[src/spm_pkg.sv]
package spm_pkg;

	// ----------------------------------------------------------------
	// register byte offsets inside the power block
	// ----------------------------------------------------------------
	localparam logic [11:0] ADDR_FIXED_LAT  = 12'h078;
	localparam logic [11:0] ADDR_ECO_SLEEP  = 12'h07c;
	localparam logic [11:0] ADDR_WARN_EVT   = 12'h108;
	localparam logic [11:0] ADDR_CAUSE      = 12'h400;
	localparam logic [11:0] ADDR_RAM_STAT   = 12'h428;
	localparam logic [11:0] ADDR_SYS_OFF    = 12'h500;
	localparam logic [11:0] ADDR_WARN_CFG   = 12'h510;
	localparam logic [11:0] ADDR_GP_RET     = 12'h51c;
	localparam logic [11:0] ADDR_RAM_CTRL   = 12'h524;
	localparam logic [11:0] ADDR_RST_CFG    = 12'h544;
	localparam logic [11:0] ADDR_RAM_CTRL_U = 12'h554;
	localparam logic [11:0] ADDR_BUCK       = 12'h578;
	localparam logic [11:0] ADDR_MODE_STAT  = 12'h600;
	localparam logic [11:0] ADDR_WORD_MASK  = 12'hffc;
	localparam logic [2:0]  HSIZE_WORD      = 3'h2;

	// ----------------------------------------------------------------
	// field positions and reset values
	// ----------------------------------------------------------------
	localparam int CAUSE_PIN  = 0;
	localparam int CAUSE_DOG  = 1;
	localparam int CAUSE_SREQ = 2;
	localparam int CAUSE_LOCK = 3;
	localparam int CAUSE_GPIO = 16;
	localparam int CAUSE_COMP = 17;
	localparam int CAUSE_DBG  = 18;
	localparam logic [31:0] CAUSE_MASK = 32'h0007000f;
	localparam int RAM_ON_LSB   = 0;
	localparam int RAM_RET_LSB  = 16;
	localparam int BLK_PER_REG  = 2;
	localparam logic [31:0] RAM_CTRL_RST = 32'h00000003;
	localparam int WCFG_EN      = 0;
	localparam int WCFG_THR_LSB = 1;
	localparam int MODE_LAT     = 4;
	localparam int MODE_WARN    = 5;
	localparam int MODE_DBG     = 6;
	localparam int GP_RET_W     = 8;
	localparam int IN_GPIO = 0;
	localparam int IN_COMP = 1;
	localparam int IN_PINN = 2;
	localparam int IN_DBG  = 3;
	localparam logic [3:0] FILT_RST = 4'h4;

	// ----------------------------------------------------------------
	// supply levels, units of 10 mV
	// ----------------------------------------------------------------
	localparam int SUP_W = 9;
	localparam logic [SUP_W-1:0] FAIL_LVL [4] = '{9'h0d2, 9'h0e6, 9'h0fa, 9'h10e};
	localparam logic [SUP_W-1:0] HYST_LVL = 9'h005;
	localparam logic [SUP_W-1:0] BOR_LVL  = 9'h0b4;
	localparam logic [SUP_W-1:0] MIN_LVL  = 9'h0be;

	// ----------------------------------------------------------------
	// timing
	// ----------------------------------------------------------------
	localparam int CLK_PERIOD_NS = 25;
	localparam int RESET_TIME_NS = 400;
	localparam int RESET_CYCLES  = (RESET_TIME_NS + CLK_PERIOD_NS - 1) / CLK_PERIOD_NS;
	localparam int RCW = $clog2(RESET_CYCLES + 1);
	localparam logic [RCW-1:0] RCNT_LOAD = RCW'(RESET_CYCLES);

	typedef enum logic [3:0] {
		ST_ON  = 4'b0001,
		ST_OFF = 4'b0010,
		ST_EMU = 4'b0100,
		ST_RST = 4'b1000
	} spm_state_t;

endpackage : spm_pkg

[src/spm_power_reset_manager.sv]
// Chosen here: the AHB-Lite slave port and the placing of the registers.
`timescale 1ns/1ps

module spm_power_reset_manager
	import spm_pkg::*;
#(
	parameter int NBLK = 4,
	parameter int NIRQ = 32
) (
	input  wire logic             mclk,
	input  wire logic             rst,
	input  wire logic             hsel,
	input  wire logic [31:0]      haddr,
	input  wire logic [1:0]       htrans,
	input  wire logic             hwrite,
	input  wire logic [2:0]       hsize,
	input  wire logic [31:0]      hwdata,
	input  wire logic             hready,
	output logic                  hreadyout,
	output logic [31:0]           hrdata,
	output logic                  hresp,
	input  wire logic             gpioDetect,
	input  wire logic             analogWakeDetect,
	input  wire logic             resetPinN,
	input  wire logic             debugIfActive,
	input  wire logic             watchdogTimeout,
	input  wire logic             cpuLockup,
	input  wire logic             coreSystemResetRequest,
	input  wire logic [SUP_W-1:0] supplyLevel,
	input  wire logic             radioEnabled,
	input  wire logic             waitIntSleep,
	input  wire logic             waitEventSleep,
	input  wire logic [NIRQ-1:0]  irqPending,
	input  wire logic [NIRQ-1:0]  irqEnabled,
	output logic                  sysReset,
	output logic                  debugPortReset,
	output logic                  coreDomainOn,
	output logic                  debugDomainsOn,
	output logic                  peripheralsOn,
	output logic                  taskAbort,
	output logic [NBLK-1:0]       ramPower,
	output logic                  buckConverterOn,
	output logic                  forcedBaseOn,
	output logic                  cpuWake,
	output logic                  powerWarn,
	output logic                  flashWriteBlock
);

	// ----------------------------------------------------------------
	// state
	// ----------------------------------------------------------------
	typedef struct packed {
		spm_state_t          st;
		logic [RCW-1:0]      rcnt;
		logic                keepDap;
		logic [3:0]          s1;
		logic [3:0]          s2;
		logic [3:0]          s3;
		logic [3:0]          filt;
		logic                fixed_latency_task;
		logic                buckArm;
		logic                bk;
		logic                fbo;
		logic                wk;
		logic                pofEn;
		logic [1:0]          thr;
		logic                warn;
		logic                warnEvt;
		logic [31:0]         cause;
		logic [31:0]         ramCtrl;
		logic [31:0]         ramCtrlUp;
		logic [GP_RET_W-1:0] gpRet;
		logic                pinRstEn;
		logic [NBLK-1:0]     ramPwr;
		logic                dPhase;
		logic                dWrite;
		logic [11:0]         dAddr;
		logic [31:0]         rdata;
	} spm_regs_t;

	spm_regs_t        q;
	spm_regs_t        n;
	logic [NBLK-1:0]  retBits;
	logic [NBLK-1:0]  onBits;
	logic [NBLK-1:0]  ramPwrNxt;
	logic             wr;
	logic             take;
	logic             dbg;
	logic             pinAct;
	logic             offReq;
	logic [31:0]      sets;
	logic [31:0]      clr;
	logic [SUP_W-1:0] failLvl;
	logic [SUP_W:0]   clearLvl;

	// ----------------------------------------------------------------
	// per-block ram power
	// ----------------------------------------------------------------
	for (genvar g = 0; g < NBLK; g++) begin : g_ram
		localparam int bitSel = g % BLK_PER_REG;
		logic [31:0] ctl;
		// blocks above the first pair are steered by the upper control word
		assign ctl          = (g < BLK_PER_REG) ? q.ramCtrl : q.ramCtrlUp;
		assign retBits[g]   = ctl[RAM_RET_LSB + bitSel];
		assign onBits[g]    = ctl[RAM_ON_LSB + bitSel];
		assign ramPwrNxt[g] = (q.st == ST_OFF) ? retBits[g] : onBits[g];
	end

	// ----------------------------------------------------------------
	// next state
	// ----------------------------------------------------------------
	always_comb begin
		n        = q;
		sets     = '0;
		clr      = '0;
		offReq   = 1'b0;
		wr       = q.dPhase & q.dWrite;
		take     = hsel & htrans[1] & hready;
		dbg      = q.filt[IN_DBG];
		pinAct   = ~q.filt[IN_PINN] & (~dbg | q.pinRstEn);
		failLvl  = FAIL_LVL[q.thr];
		clearLvl = {1'b0, failLvl} + {1'b0, HYST_LVL};

		// pin synchroniser: a change counts once stages two and three agree
		n.s1   = {debugIfActive, resetPinN, analogWakeDetect, gpioDetect};
		n.s2   = q.s1;
		n.s3   = q.s2;
		n.filt = (q.s3 & ~(q.s2 ^ q.s3)) | (q.filt & (q.s2 ^ q.s3));

		// bus address phase; read data is captured here so it is ready in the data phase
		n.dPhase = take;
		n.dWrite = hwrite & (hsize == HSIZE_WORD);
		n.dAddr  = haddr[11:0] & ADDR_WORD_MASK;
		if (take && !hwrite) begin
			case (haddr[11:0] & ADDR_WORD_MASK)
				ADDR_WARN_EVT:   n.rdata = 32'(q.warnEvt);
				ADDR_CAUSE:      n.rdata = q.cause;
				ADDR_RAM_STAT:   n.rdata = 32'(q.ramPwr);
				ADDR_WARN_CFG:   n.rdata = 32'(q.pofEn) | (32'(q.thr) << WCFG_THR_LSB);
				ADDR_GP_RET:     n.rdata = 32'(q.gpRet);
				ADDR_RAM_CTRL:   n.rdata = q.ramCtrl;
				ADDR_RST_CFG:    n.rdata = 32'(q.pinRstEn);
				ADDR_RAM_CTRL_U: n.rdata = q.ramCtrlUp;
				ADDR_BUCK:       n.rdata = 32'(q.buckArm);
				ADDR_MODE_STAT:  n.rdata = 32'(q.st) | (32'(q.fixed_latency_task) << MODE_LAT)
					| (32'(q.warn) << MODE_WARN) | (32'(dbg) << MODE_DBG);
				default:         n.rdata = '0;
			endcase
		end

		// bus data phase writes; unmapped offsets are ignored
		if (wr) begin
			case (q.dAddr)
				ADDR_FIXED_LAT: if (hwdata[0]) n.fixed_latency_task = 1'b1;
				ADDR_ECO_SLEEP: if (hwdata[0]) n.fixed_latency_task = 1'b0;
				ADDR_WARN_EVT:  if (!hwdata[0]) n.warnEvt = 1'b0;
				ADDR_CAUSE:     clr = hwdata & CAUSE_MASK;
				ADDR_SYS_OFF:   offReq = hwdata[0];
				ADDR_WARN_CFG: begin
					n.pofEn = hwdata[WCFG_EN];
					n.thr   = hwdata[WCFG_THR_LSB +: 2];
				end
				ADDR_GP_RET:     n.gpRet = hwdata[GP_RET_W-1:0];
				ADDR_RAM_CTRL:   n.ramCtrl = hwdata;
				ADDR_RST_CFG:    n.pinRstEn = hwdata[0];
				ADDR_RAM_CTRL_U: n.ramCtrlUp = hwdata;
				ADDR_BUCK:       n.buckArm = hwdata[0];
				default:         ;
			endcase
		end

		// power-fail comparator with hysteresis; it never resets anything
		if (!q.pofEn)
			n.warn = 1'b0;
		else if (!q.warn && supplyLevel < failLvl)
			n.warn = 1'b1;
		else if (q.warn && {1'b0, supplyLevel} >= clearLvl)
			n.warn = 1'b0;
		// set after the clear above so a warning in the clear cycle is kept
		if (n.warn && !q.warn)
			n.warnEvt = 1'b1;

		// sleep wake and latency resources
		n.wk  = (waitIntSleep & |(irqPending & irqEnabled))
			| (waitEventSleep & |irqPending);
		n.fbo = q.fixed_latency_task & (waitIntSleep | waitEventSleep);
		// converter only runs while the radio needs it, saving idle power
		n.bk  = q.buckArm & radioEnabled;
		n.ramPwr = ramPwrNxt;

		// power mode sequencing
		unique case (q.st)
			ST_RST: begin
				n.fixed_latency_task = 1'b0;
				if (supplyLevel < MIN_LVL)
					n.rcnt = RCNT_LOAD;
				else if (q.rcnt == '0) begin
					n.st      = ST_ON;
					n.keepDap = 1'b0;
				end else
					n.rcnt = q.rcnt - 1'b1;
			end
			ST_ON: begin
				sets[CAUSE_PIN]  = pinAct;
				sets[CAUSE_DOG]  = watchdogTimeout;
				sets[CAUSE_SREQ] = coreSystemResetRequest;
				sets[CAUSE_LOCK] = cpuLockup & ~dbg;
				if (|sets) begin
					n.st      = ST_RST;
					n.rcnt    = RCNT_LOAD;
					n.keepDap = ~(pinAct | watchdogTimeout);
				end else if (offReq)
					n.st = dbg ? ST_EMU : ST_OFF;
			end
			ST_OFF, ST_EMU: begin
				sets[CAUSE_PIN]  = pinAct;
				sets[CAUSE_GPIO] = q.filt[IN_GPIO];
				sets[CAUSE_COMP] = q.filt[IN_COMP];
				sets[CAUSE_DBG]  = dbg & (q.st == ST_OFF);
				if (|sets) begin
					n.st      = ST_RST;
					n.rcnt    = RCNT_LOAD;
					n.keepDap = dbg & ~pinAct;
				end
			end
			default: begin
				n.st   = ST_RST;
				n.rcnt = RCNT_LOAD;
			end
		endcase

		// flags accumulate; a source in the clear cycle wins over the clear
		n.cause = (q.cause & ~clr) | sets;

		// brown-out overrides the power mode sequencing and leaves no cause flagged
		if (supplyLevel < BOR_LVL) begin
			n.st      = ST_RST;
			n.rcnt    = RCNT_LOAD;
			n.cause   = '0;
			n.keepDap = 1'b0;
		end
	end

	// ----------------------------------------------------------------
	// registers; ram control is only set back to RAM_CTRL_RST by the block's own power-on
	// ----------------------------------------------------------------
	always_ff @(posedge mclk or posedge rst) begin
		if (rst) begin
			q           <= '0;
			q.st        <= ST_RST;
			q.rcnt      <= RCNT_LOAD;
			q.s1        <= FILT_RST;
			q.s2        <= FILT_RST;
			q.s3        <= FILT_RST;
			q.filt      <= FILT_RST;
			q.ramCtrl   <= RAM_CTRL_RST;
			q.ramCtrlUp <= RAM_CTRL_RST;
		end else begin
			q <= n;
		end
	end

	// ----------------------------------------------------------------
	// outputs
	// ----------------------------------------------------------------
	assign hreadyout       = 1'b1;
	assign hresp           = 1'b0;
	assign hrdata          = q.rdata;
	assign sysReset        = q.st == ST_RST;
	assign debugPortReset  = sysReset & ~q.keepDap;
	assign coreDomainOn    = q.st != ST_OFF;
	assign debugDomainsOn  = q.st != ST_OFF;
	assign peripheralsOn   = q.st == ST_ON;
	assign taskAbort       = (q.st == ST_OFF) | (q.st == ST_EMU);
	assign ramPower        = q.ramPwr;
	assign buckConverterOn = q.bk;
	assign forcedBaseOn    = q.fbo;
	assign cpuWake         = q.wk;
	assign powerWarn       = q.warn;
	assign flashWriteBlock = q.warn;
endmodule : spm_power_reset_manager

[config.mk]
export PLATFORM = sky130hd
export DESIGN_NAME = spm_power_reset_manager
export DESIGN_NICKNAME = d
export VERILOG_FILES = /design/src/spm_pkg.sv /design/src/spm_power_reset_manager.sv
export SDC_FILE = /design/constraint.sdc
export NUM_CORES = 1
export LEC_CHECK = 0
export ABC_AREA = 1
export BUFFER_PORTS_ARGS = -buffer_cell sky130_fd_sc_hd__clkbuf_2
export CAP_MARGIN = 25
export CORE_MARGIN = 2
export CORE_UTILIZATION = 47
export CTS_CLUSTER_SIZE = 14
export DETAILED_ROUTE_END_ITERATION = 10
export MAX_ROUTING_LAYER = met4
export PLACE_DENSITY = 0.73
export SETUP_SLACK_MARGIN = 0.1
export SYNTH_ARGS = -nofsm -noshare
export SYNTH_HDL_FRONTEND = slang
export SYNTH_SLANG_ARGS = --single-unit
[constraint.sdc]
create_clock -name mclk -period 11.7 [get_ports mclk]
set_clock_uncertainty 0.2 [all_clocks]
set_input_delay 0 -clock mclk [delete_from_list [all_inputs] [get_ports mclk]]
set_output_delay 0 -clock mclk [all_outputs]
set_load 0.02 [all_outputs]
== After elaboration in Yosys (flattened, before gate mapping) ==
Cells that the tools add are included.

* $add $sub $neg: 2
* Order comparisons: 5
* Equal/unequal tests: 36
* Mux-type cells: 43
* Bitwise operators: 37
* Reduce and logical (&&, ||, !) cells: 29

{| class="wikitable"
|+ Operator list
! cell !! number
|-
| one-hot mux 32 bit (10 select lines) || 1
|-
| equality test 10 x 9 -> 1 bit, second input constant || 17
|-
| bitwise AND 32 bit || 2
|-
| OR reduction 32 bit || 2
|-
| two-way mux 19 bit || 2
|-
| two-way mux 32 bit || 1
|-
| NOT 32 bit || 1
|-
| OR 32 x 19 -> 32 bit || 1
|-
| one-hot mux 9 bit (3 select lines) || 1
|-
| equality test 10 x 5 -> 1 bit, second input constant || 2
|-
| equality test 10 x 7 -> 1 bit, second input constant || 2
|-
| two-way mux 1 bit || 20
|-
| two-way mux 10 bit || 2
|-
| binary-select mux 9 bit (select 2 bit) || 1
|-
| less-than comparator 9 x 8 -> 1 bit, second input constant || 2
|-
| two-way mux 9 bit || 2
|-
| two-way mux 4 bit || 4
|-
| bitwise AND 1 bit || 13
|-
| AND reduction 2 bit || 6
|-
| adder 9 x 3 -> 10 bit, second input constant || 1
|-
| >= comparator 9 x 10 -> 1 bit || 1
|-
| two-way mux 5 bit || 2
|-
| less-than comparator 9 bit || 1
|-
| two-way mux 3 bit || 3
|-
| 41 further kinds || 62
|}

* Bits in registers: 189
* Input port bits: 157
* Output and inout bits: 49
* Logic and storage cells: 178

== Depth between registers and ports, before layout ==
Gate-level depths: netlist of the first run.

* Depth after elaboration: 13
* Mapped depth: 12
* Mapped depth without buffers: 11

== Least setup slack after synthesis of the first run ==
Ideal clock, no wire load.

* Kind: register to register
* From: reg q[157] (netlist name)
* To: reg q, in the netlist flashWriteBlock
* Setup time: 72 ps
* Arrival: 1657 ps
* Data required time: 11428 ps
* Slack: 9772 ps
* Stages on the path, launching flop included: 11
* Buffers on the path: 0
* Period minus slack after synthesis: 1928 ps
* Cells stage by stage: dfrtp_1 inv_1 ha_1 ha_1 nand2_1 inv_1 o21ai_0 nand4_1 nand2_1 a21oi_1 nor2_1

{| class="wikitable"
|+ RTL lines
! element !! RTL line !! source
|-
| from (decl) || spm_power_reset_manager.sv:81 || <nowiki>spm_regs_t q;</nowiki>
|-
| from (signal assigned) || spm_power_reset_manager.sv:259 || <nowiki>q <= n;</nowiki>
|}

==> results.toml, run 1 <==
[status]
status = "finished, final reports clean"

[floorplanning]
die_area_sq_um = 19700
die_w_um = 140
core_sq_um = 18100
ios = 206
row_count = 49
die_h_um = 140
start_util = 0.484

[timing]
min_period_ps = 3920
rsz0062_at_grt = "false"
final.setup.tns_ps = 0
max_freq_ghz = 0.255
period_share = 0.335
setup_viol = 0
relSlewSlack = 0.418
finalHoldViolations = 0
report.final.slew_viol_count = 0
tightest_slew_ps = 872

[synthesis]
synth.distinct_cells = 43
syn-num-nets = 1239
ys.warnings.count = 0
synth_ff_type = "dfrtp_1"
mappedNetlistArea_sq_um = 8750
seq_area_frac_synth = 0.471
ys_seq_elements = 164
synth_edf_count = 0
syn-mean-instance-area_sq_um = 8.21
syn_inst = 1065
ys_async_sr_fraction = 1.00

[grt]
grt_max_degree = 89
grt.overflow.total = 0
antenna_found_initial = 0
grtUsageTotal = 0.237
grt_pass1_wl_um = 36400
grt_pass1_vias = 7489

[clock_tree]
tritoncts = "yes"
insertion_delay_ps = 420
cts.htree.levels = 4
ctsResizeCount = 0
numCtsBuffers = 17
cts.clk_slew.worst_paths_ps = 60
clock-sinks = 164
clockBufferDepth = 2
cts-root-buf = "clkbuf_16"

[setup_path]
rrSetupSlack_ps = 7780
crit_path_max_fanout = 9
crit_type = "register to register"
crit_arrival_ps = 4020
crit_required_ps = 11800
endpoint_kind = "register"
start_kind = "register"

[detailed_routing]
routedWlPerCell_um = 14.5
routed_wl_um = 22000
via_count = 7575
detail-route-antenna-nets = 0
firstDrtPassIters = 5
drcViolationCount = 0
drt-initial-drc-count = 612
avgViaCountPerCell = 4.99

[flow_run]
maxCapViolCount = 0

[worst_hold_path]
hold_path_class = "input pin to register"

[place]
dpl.hpwl_um = 14800
io_buffers = 180
placed_area_sq_um = 9430
gp_congestion = 0.969

[finish]
area_growth_pct = 23.2
regArea_sq_um = 4120
fin_util = 0.596
fill_cells = 1581
final_common_cell = "nand2_1"
layout_common_cells = "nand2_1, clkbuf_2, inv_1, dfrtp_1, dlygate4sd3_1"
layout.cell_area.non_filler_sq_um = 10800
antenna_cells = 0
drive_gt1_frac = 0.237
finalNetCount = 1451
multi_input_area_sq_um = 3470

[power_and_ir_drop]
p_clk_frac = 0.414
p_sw_frac = 0.251
ir_drop_mv = 0.108
combPwrFrac = 0.129
p_leak_nw = 6.20
p_sw_mw = 0.328
p_per_area_nw_per_um2 = 121
internal_power_mw = 0.978
sequentialPowerShare = 0.457
power by group through the flow:
| stage | Clock, mW | Sequential [mW] | Combinational [mW] |
|---|---|---|---|
| finish | 0.541 | 0.597 | 0.168 |
| global route | 0.575 | 0.598 | 0.191 |
| CTS | 0.551 | 0.597 | 0.167 |
| detailed placement | 0 | 0.607 | 0.146 |
| global placement | 0 | 0.606 | 0.142 |
| floorplan | 0 | 0.605 | 0.0942 |
repair_timing:
action | 4_1_cts | 5_1_grt
hold buffers | 75 | 0
setup buffers | 0 | 0
endpoints found under the hold margin | 201 | 0
synth_stat cells (2+ instances only):
| master | count | share of area |
|---|---|---|
| nand2_1 | 291 | 0.12 |
| inv_1 | 163 | 0.070 |
| dfrtp_1 | 154 | 0.44 |
| nor2_1 | 72 | 0.031 |
| nand3_1 | 54 | 0.031 |
| o21ai_2 | 45 | 0.045 |
| buf_4 | 42 | 0.036 |
| o22ai_1 | 28 | 0.020 |
| nand4_1 | 27 | 0.019 |
| o21ai_0 | 25 | 0.014 |
| o21ai_1 | 22 | 0.013 |
| ha_1 | 17 | 0.024 |
| buf_6 | 16 | 0.021 |
| a21oi_1 | 15 | 0.0086 |
| dfstp_2 | 10 | 0.030 |
| nor3_1 | 10 | 0.0057 |
| nor2_2 | 8 | 0.0057 |
| nand2_2 | 6 | 0.0043 |
| buf_2 | 5 | 0.0029 |
| mux2i_1 | 5 | 0.0057 |
| clkbuf_1 | 4 | 0.0017 |
| inv_2 | 4 | 0.0017 |
| maj3_1 | 4 | 0.0046 |
| nand3_2 | 4 | 0.0046 |
| nor2_4 | 4 | 0.0051 |
| nor4_1 | 4 | 0.0029 |
| o31ai_1 | 4 | 0.0034 |
| or2_2 | 4 | 0.0029 |
| conb_1 | 2 | 0.00086 |
| nor3b_1 | 2 | 0.0017 |
| xor2_1 | 2 | 0.0020 |
registers in the layout, indices dropped and copies added, names as in the netlist:
register / flops
dbg: 1
forcedBaseOn: 1
cpuWake: 1
ramPower: 4
q: 51
hrdata: 32
buckConverterOn: 1
n: 8
g_ram.ctl: 64
flashWriteBlock: 1
routing by layer:
metal / vias up / routed length, um / track usage
li1: 3768 / - / -
met1: 3539 / 9810 / 0.306
met2: 226 / 10600 / 0.380
met3: 42 / 1170 / 0.0492
met4: 0 / 418 / 0.0702
met5: - / 0 / -
cells by family (layout without fill, tap and decap cells):
logic type,count (synthesis),count (layout),synth area share
and+or+nand+nor,493,493,0.249
buffers and inverters,234,457,0.133
DFF,164,164,0.471
AOI/OAI and AO/OA,143,143,0.109
adders and majority gates,21,21,0.0289
muxes,5,5,0.00572
xor gates and xnor gates,3,3,0.00300
other,2,2,0.000859
path summary, 6_finish.rpt:
path                                     from                      endpoint  cells after the start
min                                gpioDetect              n[173]$_DFF_PP0_                      2
min reg2reg                  n[173]$_DFF_PP0_              n[169]$_DFF_PP0_                      0
max in group asynchronous                 rst   g_ram[2].ctl[0]$_DFFE_PP1P_                      5
max reg2reg                q[157]$_DFFE_PP0P_     flashWriteBlock$_DFF_PP0_                     13
max                        q[157]$_DFFE_PP0P_     flashWriteBlock$_DFF_PP0_                     13
min in group asynchronous                 rst  g_ram[0].ctl[26]$_DFFE_PP0P_                      3
worst max-delay path, cell delays in order (launching register included):
cell and delay (ps):
dfrtp_1 540, inv_1 110, ha_1 370, ha_1 320, nand2_1 50, inv_1 60, nand4_1 90, dlygate4sd3_1 590
nand4_1 100, nand2_1 60, a21oi_1 130, dlygate4sd3_1 570, nor2_1 50, dlygate4sd3_1 550
stage by stage:
| stage | power [mW] | std cells | setup WS (ps) | hold slack [ps] |
|---|---|---|---|---|
| after floorplan | 0.699 | 1065 | 7080 | -196 |
| after global placement | 0.749 | 1411 | 9420 | -110 |
| after detailed placement | 0.752 | 1411 | 9390 | -110 |
| after CTS | 1.31 | 1516 | 7900 | 0.676 |
| after global routing | 1.36 | 1517 | 7590 | 17.1 |
| final | 1.31 | 1517 | 7780 | 18.9 |
area by class of cell:
class                   instances  area share
flip-flops and latches        164       0.382
multi-input cells             667       0.322
repair buffers                260       0.159
inverters                     167      0.0586
clock buffers                  21      0.0427
well taps                     229      0.0266
clock inverters                 9     0.00964
No activity file was read; power rests on OpenSTA's default activity.
==> run 2: changes to the inputs <==
--- a/config.mk
+++ b/config.mk
@@ -13,7 +13,7 @@
 export CTS_CLUSTER_SIZE = 14
 export DETAILED_ROUTE_END_ITERATION = 10
 export MAX_ROUTING_LAYER = met4
-export PLACE_DENSITY = 0.73
+export PLACE_DENSITY = 0.76
 export SETUP_SLACK_MARGIN = 0.1
 export SYNTH_ARGS = -nofsm -noshare
 export SYNTH_HDL_FRONTEND = slang
==> constraint.sdc (replaced) <==
create_clock -name mclk -period 3.2 [get_ports mclk]
set_clock_uncertainty 0.2 [all_clocks]
set_input_delay 0 -clock mclk [delete_from_list [all_inputs] [get_ports mclk]]
set_output_delay 0 -clock mclk [all_outputs]
set_load 0.02 [all_outputs]
==> results.toml, run 2 (synthesis results as in run 1) <==
[timing]
setup_viol = 0
report.final.slew_viol_count = 0
hold_ws_ps = 17.3
relSlewSlack = 0.416
period_share = 0.866
final.setup.tns_ps = 0
tightest_slew_ps = 874
min_period_ps = 2770
rsz0062_at_grt = "false"
finalHoldViolations = 0
max_freq_ghz = 0.361

[setup_path]
crit_required_ps = 3320
reg2reg_to = "flashWriteBlock$_DFF_PP0_"
rrSetupSlack_ps = 430
endpoint_kind = "register"
r2r_start = "q[157]$_DFFE_PP0P_"
crit_type = "register to register"
ff2ff_path_depth = 11
crit_path_max_fanout = 9
crit_arrival_ps = 2890
critPathLaunch = "q[157]$_DFFE_PP0P_"
start_kind = "register"

[status]
status = "finished, final reports clean"

[place]
dpl.hpwl_um = 15200
gp_congestion = 0.996
io_buffers = 180

[grt]
grt_pass1_vias = 7460
antenna_found_initial = 0
grt_pass1_wl_um = 36300
grt.overflow.total = 0
grt_max_degree = 94
grtUsageTotal = 0.238

[finish]
finalNetCount = 1452
drive_gt1_frac = 0.238
area_growth_pct = 23.1
antenna_cells = 0
final_common_cell = "nand2_1"
fin_util = 0.595
largest_register_ffs = 64
layout_common_cells = "nand2_1, clkbuf_2, inv_1, dfrtp_1, dlygate4sd3_1"

[floorplanning]
start_util = 0.484
core_sq_um = 18100
die_area_sq_um = 19700
die_w_um = 140
ios = 206
die_h_um = 140
row_count = 49

[clock_tree]
clock-sinks = 164
insertion_delay_ps = 430
numCtsBuffers = 17
clockBufferDepth = 2
tritoncts = "yes"
cts.clk_slew.worst_paths_ps = 70
cts-root-buf = "clkbuf_16"
ctsResizeCount = 0
cts.htree.levels = 4
cts_setup_buffers = 0

[detailed_routing]
firstDrtPassIters = 5
avgViaCountPerCell = 5.00
drt-initial-drc-count = 596
detail-route-antenna-nets = 0
via_count = 7601
drcViolationCount = 0
routedWlPerCell_um = 14.4
routed_wl_um = 21900

[power_and_ir_drop]
sequentialPowerShare = 0.473
internal_power_mw = 3.42
combPwrFrac = 0.131
p_sw_frac = 0.260
p_leak_nw = 6.20
p_per_area_nw_per_um2 = 429
p_clk_frac = 0.396
p_sw_mw = 1.20
ir_drop_mv = 0.406

[worst_hold_path]
hold_path_class = "input pin to register"
min_to = "n[174]$_DFF_PP0_"
whs_path_depth = 2
hp-start = "analogWakeDetect"

[flow_run]
maxCapViolCount = 0
-- run 2: layer usage --
metal | up-vias | track usage | routed length (um)
met5 | - | - | 0
met4 | 0 | 0.0840 | 483
met3 | 42 | 0.0427 | 1070
met2 | 217 | 0.376 | 10400
met1 | 3575 | 0.310 | 9890
li1 | 3767 | - | -
-- run 2: critical path, stage by stage, from the launching register on --
cell and delay [ps]:
dfrtp_1 530, inv_1 120, ha_1 370, ha_1 320, nand2_1 50, inv_1 60, nand4_1 80, dlygate4sd3_1 570
nand4_1 80, nand2_1 60, a21oi_1 160, nor2_1 60
-- run 2: power groups by stage --
stage | combinational [mW] | sequential, mW | clock (mW)
final | 0.605 | 2.18 | 1.83
after global routing | 0.680 | 2.19 | 1.96
after CTS | 0.608 | 2.18 | 1.87
after detailed placement | 0.536 | 2.22 | 0
after global placement | 0.525 | 2.22 | 0
after floorplan | 0.345 | 2.21 | 0
-- run 2: worst max-delay path by stage --
stage,slack (ps),end
2_1_floorplan,920,buckConverterOn$_DFF_PP0_
3_3_place_gp,910,g_ram[0].ctl[10]$_DFFE_PP0P_
3_5_place_dp,850,g_ram[0].ctl[10]$_DFFE_PP0P_
4_1_cts,460,flashWriteBlock$_DFF_PP0_
5_1_grt,210,flashWriteBlock$_DFF_PP0_
6_report,430,flashWriteBlock$_DFF_PP0_
-- run 2: per-stage QoR --
step	setup WS (ps)	area [sq um]	power (mW)	std cells
floorplan	923	8750	2.56	1065
global placement	909	9470	2.74	1413
detailed placement	847	9500	2.76	1414
CTS	457	10800	4.66	1520
global route	212	10800	4.82	1520
finish	429	10800	4.62	1520
-- run 2: cell type report --
cell class | count | area (sq um)
fill | 1595 | 7320
multi-input combinational | 667 | 3470
timing repair buffer | 261 | 1740
sequential | 164 | 4120
clock buffer | 23 | 468
tap | 229 | 287
clock inverter | 9 | 57.6
inverter | 167 | 631
-- run 2: timing repair --
item                                    CTS  global route
endpoints found under the hold margin   152             0
endpoints found under the setup margin    0             0
hold buffers                             74             0
==> run 3: changes to the inputs <==
--- a/config.mk
+++ b/config.mk
@@ -8,12 +8,15 @@
 export ABC_AREA = 1
 export BUFFER_PORTS_ARGS = -buffer_cell sky130_fd_sc_hd__clkbuf_2
 export CAP_MARGIN = 25
+export CELL_PAD_IN_SITES_DETAIL_PLACEMENT = 2
+export CELL_PAD_IN_SITES_GLOBAL_PLACEMENT = 2
+export CORE_ASPECT_RATIO = 0.8
 export CORE_MARGIN = 2
-export CORE_UTILIZATION = 47
+export CORE_UTILIZATION = 28
 export CTS_CLUSTER_SIZE = 14
 export DETAILED_ROUTE_END_ITERATION = 10
 export MAX_ROUTING_LAYER = met4
-export PLACE_DENSITY = 0.76
+export PLACE_DENSITY = 0.78
 export SETUP_SLACK_MARGIN = 0.1
 export SYNTH_ARGS = -nofsm -noshare
 export SYNTH_HDL_FRONTEND = slang
==> constraint.sdc (replaced) <==
create_clock -name mclk -period 3.2 [get_ports mclk]
set_clock_uncertainty 0.2 [all_clocks]
set_input_delay 0.64 -clock mclk [delete_from_list [all_inputs] [get_ports mclk]]
set_output_delay 0.64 -clock mclk [all_outputs]
set_load 0.02 [all_outputs]
==> results.toml, run 3 (synthesis results as in run 1) <==
[setup_path]
crit_path_frequent_cell = "nor2_1"
critPathMaxStageDelay_ps = 430
slowest_stage = "dfrtp_1"
crit_type = "register to primary output"
crit_required_ps = 2360
crit_chain = "nor2_1, nand2_1, nor2_4, inv_1, nor2_1, clkbuf_2"
cp_num_buf_inv = 2
start_kind = "register"
crit_path_max_fanout = 7
crit_arrival_ps = 1880
endpoint_kind = "primary output"
critPathTopFamily = "simple AND/OR/NAND/NOR gates"

[clock_tree]
tritoncts = "yes"
cts_setup_buffers = 0
insertion_delay_ps = 440
clockBufferDepth = 2
ctsResizeCount = 0
cts.clk_slew.worst_paths_ps = 70
cts_hold_buf = 1
cts-root-buf = "clkbuf_16"
numCtsBuffers = 17
clock-sinks = 164
cts.htree.levels = 4

[floorplanning]
ios = 206
die_w_um = 202
die_area_sq_um = 32700
die_h_um = 162
core_sq_um = 30500
start_util = 0.287
row_count = 57

[power_and_ir_drop]
p_leak_nw = 5.93
ir_drop_mv = 0.381
p_per_area_nw_per_um2 = 475

[finish]
fill_cells = 3621
finalNetCount = 1382
layout.cell_area.non_filler_sq_um = 10400
area_growth_pct = 18.4
final_common_cell = "nand2_1"
multi_input_area_sq_um = 3470
fin_util = 0.339
largest_register_ffs = 64
layout_common_cells = "nand2_1, clkbuf_2, inv_1, dfrtp_1, nor2_1"
antenna_cells = 0
regArea_sq_um = 4120
drive_gt1_frac = 0.257

[flow_run]
maxCapViolCount = 0

[place]
io_buffers = 180
dpl.hpwl_um = 21300
gp_congestion = 0.825
placed_area_sq_um = 9750

[grt]
grt_max_degree = 108
antenna_found_initial = 0
grtUsageTotal = 0.189
grt_pass1_vias = 8422
grt_pass1_wl_um = 46600
grt.overflow.total = 0

[detailed_routing]
routed_wl_um = 28600
via_count = 7531
routedWlPerCell_um = 17.5
firstDrtPassIters = 4
avgViaCountPerCell = 4.61
drt-initial-drc-count = 365
detail-route-antenna-nets = 0
drcViolationCount = 0

[timing]
report.final.slew_viol_count = 0
tightest_slew_ps = 805
finalHoldViolations = 0
hold_ws_ps = 82.4
period_share = 0.849
rsz0062_at_grt = "false"
relSlewSlack = 0.464
final.setup.tns_ps = 0
min_period_ps = 2720
setup_viol = 0
max_freq_ghz = 0.368

[worst_hold_path]
hold_path_class = "input pin to register"

[status]
status = "finished, final reports clean"
run 3: cell count changes in the layout (fill, tap and decap cells not counted), sizes merged:
cell         before  now
dlygate4sd3      74    1
clkbuf          203  197
buf               7   10
bufinv            0    3
inv             167  170
clkinv            6    4
clkinvlp          3    5
run 3: stage by stage:
step / std cells / power, mW / setup slack [ps]
floorplan: 1065 / 2.56 / 283
global route: 1634 / 5.15 / 336
finish: 1634 / 4.92 / 485
detailed placement: 1601 / 2.80 / 603
CTS: 1634 / 4.98 / 477
global placement: 1601 / 2.77 / 654
run 3: final timing paths:
check	startpoint	endpoint	slack [ps]	cells past startpoint
max	q[187]$_DFFE_PP0P_	debugPortReset	480	6
min	resetPinN	n[175]$_DFF_PP1_	80	1
max reg2reg	q[157]$_DFFE_PP0P_	q[155]$_DFFE_PP0P_	900	10
min reg2reg	n[176]$_DFF_PP0_	n[172]$_DFF_PP0_	150	0
max in group asynchronous	rst	q[155]$_DFFE_PP0P_	1440	4
min in group asynchronous	rst	hrdata[10]$_DFFE_PP0P_	440	3
run 3: metal layers:
metal	GRT usage	wire [um]	vias up
li1	-	-	3628
met1	0.241	13500	3800
met2	0.314	14100	81
met3	0.0321	708	22
met4	0.0441	316	0
met5	-	0	-
run 3: cell type report:
class / instances / area share
sequential: 164 / 0.397
multi-input combinational: 667 / 0.335
timing repair buffer: 191 / 0.0988
inverter: 167 / 0.0609
tap: 413 / 0.0499
clock buffer: 17 / 0.0411
clock inverter: 15 / 0.0173
run 3: where the power goes:
group	total, mW	switching (mW)	internal [mW]
clock	2.16	0.930	1.23
combinational	0.567	0.369	0.199
sequential	2.19	0.0510	2.14
total	4.92	1.35	3.57
run 3: worst register-to-register path, cell delays in order (launching register included):
cell	delay, ps
dfrtp_1	560
ha_1	270
inv_1	110
ha_1	340
nand2_1	80
inv_1	110
nand4_1	80
o21ai_0	190
nand2_1	100
nand3_1	80
nand2_1	60
